`config.mk`:
```
export PLATFORM = sky130hd
export DESIGN_NAME = pin_power_down_hold
export DESIGN_NICKNAME = d
export VERILOG_FILES = /design/src/hw/pd_hold_pkg.sv /design/src/hw/pin_power_down_hold.sv
export SDC_FILE = /design/constraint.sdc
export NUM_CORES = 1
export LEC_CHECK = 0
export BUFFER_PORTS_ARGS = -buffer_cell sky130_fd_sc_hd__buf_4
export CAP_MARGIN = 25
export CORE_MARGIN = 2
export CORE_UTILIZATION = 40
export DETAILED_ROUTE_END_ITERATION = 8
export GPL_TIMING_DRIVEN = 0
export HOLD_SLACK_MARGIN = 0.08
export PLACE_DENSITY = 0.65
export SETUP_SLACK_MARGIN = 0.15
export SLEW_MARGIN = 20
export SYNTH_ARGS = -nofsm -noshare
export SYNTH_HDL_FRONTEND = slang
export SYNTH_SLANG_ARGS = --single-unit
```
`constraint.sdc`:
```
create_clock -name mclk -period 1.6 [get_ports mclk]
set_input_delay 0.4 -clock mclk [delete_from_list [all_inputs] [get_ports mclk]]
set_output_delay 0.4 -clock mclk [all_outputs]
set_load 0.1 [all_outputs]
```
`src/hw/pd_hold_pkg.sv`:
```
// package: constants and carrier types for the power-down hold block
package pd_hold_pkg;

  // ---------------------------------------------------------------
  // widths and timing
  // ---------------------------------------------------------------
  localparam int unsigned IO_W = 8;
  localparam int unsigned CORE_W = 8;
  localparam int unsigned CLK_PERIOD_PS = 25000;
  localparam int unsigned RECOVERY_US = 1;
  // longest recovery rounds down to whole cycles
  localparam int unsigned RECOVERY_CYC = (RECOVERY_US * 1000000) / CLK_PERIOD_PS;
  localparam int unsigned CNT_W = 6;
  localparam logic [CNT_W-1:0] CNT_RESET = 6'h00;
  localparam logic [CNT_W-1:0] RECOVERY_CNT = CNT_W'(RECOVERY_CYC);
  localparam logic [CORE_W-1:0] CORE_RESET = 8'h00;
  localparam logic [IO_W-1:0] IO_RESET = 8'h00;

  // ---------------------------------------------------------------
  // types
  // ---------------------------------------------------------------
  typedef enum logic [1:0] {
    st_run,
    st_hold,
    st_recover
  } mode_t;

  // pad group: level out, enable out
  typedef struct packed {
    logic [IO_W-1:0] dout;
    logic [IO_W-1:0] oe;
  } pad_out_t;

  typedef struct packed {
    mode_t mode;
    logic [CNT_W-1:0] cnt;
    logic [CORE_W-1:0] core;
    logic [IO_W-1:0] keep_in;
    logic [IO_W-1:0] pad_dout;
    logic [IO_W-1:0] pad_oe;
  } state_t;

endpackage : pd_hold_pkg

```
`src/hw/pin_power_down_hold.sv`:
```
// pin-controlled power-down hold around a small piece of core logic
`timescale 1ns/100ps
`default_nettype none

module pin_power_down_hold (
  input wire logic mclk,
  input wire logic rst,
  input wire logic ce,
  input wire logic pd_enable,
  input wire logic power_down_pin,
  input wire logic [pd_hold_pkg::IO_W-1:0] pad_in,
  input wire logic [pd_hold_pkg::CORE_W-1:0] core_next_in,
  input wire logic [pd_hold_pkg::IO_W-1:0] out_data_in,
  input wire logic [pd_hold_pkg::IO_W-1:0] out_oe_in,
  output logic [pd_hold_pkg::IO_W-1:0] pad_seen,
  output logic [pd_hold_pkg::CORE_W-1:0] core_state,
  output pd_hold_pkg::pad_out_t pad_out,
  output logic in_hold,
  output logic outputs_valid,
  output logic pin_cell_feedback
);
  import pd_hold_pkg::*;

  // ---------------------------------------------------------------
  // behaviour notes
  // ---------------------------------------------------------------
  // the hold request needs both the option and the pin, so a board
  // that leaves the pin floating high does nothing without the option.
  // hold and recovery share one frozen image: nothing is captured
  // until the mode is back in run, so the first edge in run is the
  // first edge that takes fresh inputs again.
  // the recovery count is loaded on the edge that sees the pin low;
  // a new request inside recovery goes straight back to hold and the
  // count is loaded afresh on the next exit.
  // ce low freezes everything, the recovery count included, so the
  // recovery time is counted in enabled edges, not in wall time.
  // reset is the only way to lose the held image.

  state_t s_reg;
  state_t s_next;
  logic hold_req;

  // ---------------------------------------------------------------
  // next state
  // ---------------------------------------------------------------
  assign hold_req = pd_enable & power_down_pin;

  always_comb begin
    s_next = s_reg;
    unique case (s_reg.mode)
      st_run: begin
        // normal path: inputs flow into core and pads
        s_next.core = core_next_in;
        s_next.keep_in = pad_in;
        s_next.pad_dout = out_data_in;
        s_next.pad_oe = out_oe_in;
        if (hold_req) begin
          s_next.mode = st_hold;
        end
      end
      st_hold: begin
        // nothing but the hold request (option and pin) is looked at here
        if (!hold_req) begin
          s_next.mode = st_recover;
          s_next.cnt = RECOVERY_CNT;
        end
      end
      st_recover: begin
        // held state is kept, logic restarts from it
        if (hold_req) begin
          s_next.mode = st_hold;
        end else if (s_reg.cnt <= 6'h01) begin
          s_next.mode = st_run;
          s_next.cnt = CNT_RESET;
        end else begin
          s_next.cnt = s_reg.cnt - 6'h01;
        end
      end
      default: begin
        s_next.mode = st_run;
      end
    endcase
  end

  always_ff @(posedge mclk or posedge rst) begin
    if (rst) begin
      s_reg.mode <= st_run;
      s_reg.cnt <= CNT_RESET;
      s_reg.core <= CORE_RESET;
      s_reg.keep_in <= IO_RESET;
      s_reg.pad_dout <= IO_RESET;
      s_reg.pad_oe <= IO_RESET;
    end else if (ce) begin
      s_reg <= s_next;
    end
  end

  // ---------------------------------------------------------------
  // outputs
  // ---------------------------------------------------------------
  assign pad_seen = s_reg.keep_in;
  assign core_state = s_reg.core;
  assign pad_out.dout = s_reg.pad_dout;
  assign pad_out.oe = s_reg.pad_oe;
  assign in_hold = (s_reg.mode != st_run);
  assign outputs_valid = (s_reg.mode == st_run);
  // pin macrocell feedback comes from core state, never from the pin
  assign pin_cell_feedback = s_reg.core[0];

  // ---------------------------------------------------------------
  // checks
  // ---------------------------------------------------------------
  hold_freeze_a: assert property (@(posedge mclk) disable iff (rst)
    (ce && s_reg.mode == st_hold) |=> $stable(s_reg.core) && $stable(s_reg.pad_dout))
    else $error("state changed during hold");

  hold_hiz_a: assert property (@(posedge mclk) disable iff (rst)
    (ce && s_reg.mode == st_hold) |=> $stable(pad_out.oe))
    else $error("output enable changed during hold");

  keeper_a: assert property (@(posedge mclk) disable iff (rst)
    (ce && s_reg.mode != st_run) |=> $stable(pad_seen))
    else $error("keeper level changed during hold");

  enter_a: assert property (@(posedge mclk) disable iff (rst)
    (ce && s_reg.mode == st_run && pd_enable && power_down_pin) |=> in_hold)
    else $error("hold not entered");

  no_option_a: assert property (@(posedge mclk) disable iff (rst)
    (ce && s_reg.mode == st_run && !pd_enable) |=> !in_hold)
    else $error("hold without option");

  recover_a: assert property (@(posedge mclk) disable iff (rst)
    (s_reg.mode == st_hold && !hold_req && ce) ##1 (ce && !hold_req)[*8]
    |-> ##[0:40] outputs_valid || !ce || hold_req)
    else $error("recovery too long");

  resume_a: assert property (@(posedge mclk) disable iff (rst)
    (ce && s_reg.mode == st_recover && s_next.mode == st_run) |=> core_state == $past(s_reg.core))
    else $error("resume lost held state");

  inputs_blocked_a: assert property (@(posedge mclk) disable iff (rst)
    (ce && s_reg.mode == st_hold) |=> pad_seen == $past(pad_seen))
    else $error("input passed during hold");

  run_follow_a: assert property (@(posedge mclk) disable iff (rst)
    (ce && s_reg.mode == st_run && !hold_req) |=> pin_cell_feedback == $past(core_next_in[0]))
    else $error("pin macrocell feedback not usable");

  // ---------------------------------------------------------------
  // checks: run path, clock enable and staying in hold
  // ---------------------------------------------------------------
  ce_freeze_a: assert property (@(posedge mclk) disable iff (rst)
    (!ce)
    |=> $stable(s_reg))
    else $error("state moved with clock enable low");

  run_pads_a: assert property (@(posedge mclk) disable iff (rst)
    (ce && s_reg.mode == st_run)
    |=> pad_out.dout == $past(out_data_in) && pad_out.oe == $past(out_oe_in))
    else $error("pad outputs do not follow core in run");

  run_keep_a: assert property (@(posedge mclk) disable iff (rst)
    (ce && s_reg.mode == st_run)
    |=> pad_seen == $past(pad_in))
    else $error("kept input level does not follow pad in run");

  hold_stay_a: assert property (@(posedge mclk) disable iff (rst)
    (ce && s_reg.mode == st_hold && hold_req)
    |=> s_reg.mode == st_hold)
    else $error("hold left while pin high");

  // ---------------------------------------------------------------
  // checks: recovery
  // ---------------------------------------------------------------
  hold_exit_a: assert property (@(posedge mclk) disable iff (rst)
    (ce && s_reg.mode == st_hold && !hold_req)
    |=> s_reg.mode == st_recover && s_reg.cnt == RECOVERY_CNT)
    else $error("hold exit did not start recovery");

  cnt_step_a: assert property (@(posedge mclk) disable iff (rst)
    (ce && s_reg.mode == st_recover && !hold_req && s_reg.cnt > 6'h01)
    |=> s_reg.cnt == $past(s_reg.cnt) - 6'h01)
    else $error("recovery count did not step");

  cnt_bound_a: assert property (@(posedge mclk) disable iff (rst)
    1'b1
    |-> s_reg.cnt <= RECOVERY_CNT)
    else $error("recovery count out of range");

  rehold_a: assert property (@(posedge mclk) disable iff (rst)
    (ce && s_reg.mode == st_recover && hold_req)
    |=> s_reg.mode == st_hold)
    else $error("request in recovery did not hold");

  recover_freeze_a: assert property (@(posedge mclk) disable iff (rst)
    (ce && s_reg.mode == st_recover)
    |=> $stable(s_reg.core) && $stable(s_reg.pad_dout) && $stable(s_reg.pad_oe))
    else $error("state changed during recovery");

  valid_flag_a: assert property (@(posedge mclk) disable iff (rst)
    1'b1
    |-> in_hold != outputs_valid)
    else $error("valid and hold flags disagree");

endmodule // pin_power_down_hold

`default_nettype wire

```
==> impl_results.md <==
* Status: complete, but fails checks
* Failing checks: setup timing
* Starting density of the core at 41.5%
* Clk buf depth at 2
* Crit-path cells: buf_6 -> or2_4 -> inv_12 -> buf_16
* P&R area growth vs syn at 43.4%
* CTS buffer count at 5
* Switching part of the total at between 40% and 50%
* # nets final at 285
* Crit path required time at 1.20 ns
* P_int at 2.93 mW
* Post-synth EDFFs at 0
* CP max FO at 3
* Min-Delay Path Class: input pin to flop
* Top cell type's share of synthesized area at a little under half
* CTS tree: done
* Commonest non-fill, non-tap cell in the layout: buf_4
* Slowest cell on crit path: dfrtp_1
* Post-synthesis xor/xnor area fraction at 0%
* CTS sink cnt at 40
* Global route overflow at 0
* Seq cells post-synth at 40
* Post-DP HPWL at about 3000 um
* Syn avg cell area at 13.1 sq um
* Slowest stage delay, CP at approximately 0.37 ns
* DRC at 0
* Avg Vias per Cell at around 4.6
* # fillers at between 400 and 500
* Post-synthesis mux area share at between 20% and 30%
* RSZ-0062 raised after global routing: true
* Initial antenna violation count at 0
* PortBufs at 71
* VDD IR-drop max at slightly below 1 mV
* Post-synth cell types at 33
* Adder-cell share of the synthesized area at around 1.2%
* Die area at 0.00594 sq mm
* Core Util, Final at between 50 and 60%
* PD cells at 1900 mW/mm^2
* Post-synthesis compound-gate area fraction at under 10%
* Most frequent cells in the layout: buf_4, dfrtp_1, mux2_4
* Core ar. at 0.00514 sq mm
* Final worst slack at -0.0757 ns
* Worst skew pair latency at roughly 0.29 ns
* Share of layout cells above drive strength 1 at about two thirds
* Setup TNS Final at -1.89 ns
* # diodes at 0
* WS Path Type: flop to primary output
* Post-route cell area at 0.00306 sq mm
* P_leak at about 1.5 nW
* Antenna-violating nets left at 0
* Critical path launch point type: flop
* Clk_skew at between 0.006 and 0.007 ns
* Seq pwr share at between 20% and 30%
* Crit path DAT at 1.28 ns
* Largest net degree at the start of global routing at 28
* H-tree depth at 2
* Endpoints failing hold at 0
* Sequential-to-total area share from yosys stat at a little under half
* Clk slew on worst S/H paths at ~0.070 ns
* Tcrit/Tclk final at 105%
* GRT Util Overall at 14.7%
* Dominant synthesized flop cell: dfrtp_1
* Die Width at 77.1 um
* Post-synth ARST share at 100%
* Die height at approximately 77 um
* Gate power share at 63.9%
* Slew Limit Fails at 0
* Drt pass-1 iters at 4
* Clock group share of total power at a little over a tenth
* Gpl congestion at roughly 0.77
* Drt wl/cell at 13.3 um
* Actual slew at the worst max-slew pin at about 0.31 ns
* Global-route wire length before repair at 6890 um
* Mapped Cells at 163
* # IOs at 72
* Largest family of logic cells by synthesized area: multiplexers
* NetSw at 2.88 mW
* Max-Cap Viols at 0
* Top cells by area, synth: dfrtp_1, mux2_4, buf_4, buf_12, a31oi_1
* Placed cell areas at between 0.002 and 0.003 sq mm
* Syn. warnings at 0
* Post-Synth Simple-Gate Area at approximately 6.6%
* Hold Slack at around 0.33 ns
* Layout Cells excl Fill at roughly 320
* Syn nets at 202
* Worst slew margin at 79.6%
* Initial DRC count at 32
* WL final at between 4000 and 5000 um
* Minimum clock period at 1.68 ns
* Placed Cells at ~310
* CTS root buffer: clkbuf_8
* Placement Rows at 26
* Max FFs per register at 16
* Mapped Area at approximately 0.0021 sq mm
* Fmax at 597 MHz
* Yosys top cell by area: dfrtp_1
* Vias in the first global route at between 1,000 and 1,500
* Final setup fails at 32
* Crit path capture type: primary output
* Vias at approximately 1,500
[cell type report]
type	instances	area, sq um	area share [%]
inverter	7	38.8	1.27
clock inverter	1	5.00	0.164
buffer	38	337	11.0
clock buffer	7	76.3	2.49
multi-input combinational	78	798	26.1
timing repair buffer	76	716	23.4
sequential	40	1000	32.7
tap	70	87.6	2.86
[power by group through the flow]
| stage | logic [mW] | registers (mW) | clock network, mW |
|---|---|---|---|
| 2_1_floorplan | 2.86 | 1.49 | 0 |
| 3_5_place_dp | 3.46 | 1.48 | 0 |
| 4_1_cts | 3.55 | 1.47 | 0.664 |
| 5_1_grt | 3.86 | 1.50 | 0.715 |
| 3_3_place_gp | 3.44 | 1.47 | 0 |
| 6_report | 3.72 | 1.46 | 0.632 |
[final timing paths]
| check | start | endpoint | slack [ns] | cells past startpoint |
|---|---|---|---|---|
| min in group asynchronous | rst | pad_out[3] | 0.63 | 3 |
| setup / recovery | s_reg[38] | outputs_valid | -0.08 | 4 |
| hold reg to reg | pad_seen[7] | pad_seen[7] | 0.51 | 1 |
| hold / removal | ce | s_reg[39] | 0.33 | 2 |
| max in group asynchronous | rst | core_state[0] | 0.52 | 4 |
| setup reg to reg | s_reg[38] | pad_out[15] | -0.07 | 7 |
[routing by layer]
metal	vias to the layer above	GRT usage [%]	routed length, um
li1	700	-	-
met1	715	19.8	1860
met3	4	4.12	246
met5	-	0	0
met2	53	23.3	2090
met4	0	4.29	27
[cells in the mapped netlist (all sizes together) (2+ instances only)]
cell / n
buf: 37
inv: 7
nand4: 2
nor2: 4
nand3: 5
o21ai: 3
ha: 2
or2: 2
a21oi: 4
a31oi: 4
dfrtp: 40
nand2b: 2
nand2: 4
mux2: 32
o211ai: 2
[logic make-up (layout without fill, tap and decap cells)]
group,after synthesis,in the layout
and+or+nand+nor,25,25
buffers and inverters,45,129
muxes,33,33
AOI/OAI and AO/OA,18,18
adders and majority gates,2,2
DFF,40,40
[what timing repair did]
item	4_1_cts	5_1_grt
hold buffers	1	0
gates resized for setup	10	31
endpoints found under the setup margin	38	62
endpoints found under the hold margin	13	0
pin swaps	2	1
setup buffers	3	0
[worst max-delay path: cells and delay by family (launching register included)]
kind,cells,cell delay (ns)
buffers and inverters,3,0.34
and+or+nand+nor,1,0.27
DFF,1,0.37
[metrics by stage]
step           setup slack (ns)  power, mW
5_1_grt                  -0.123       6.07
6_report                -0.0757       5.81
3_3_place_gp             -0.409       4.91
4_1_cts                  -0.106       5.68
3_5_place_dp            -0.0660       4.94
2_1_floorplan            -0.259       4.35
Note: power is estimated with default switching activity, not from simulation.
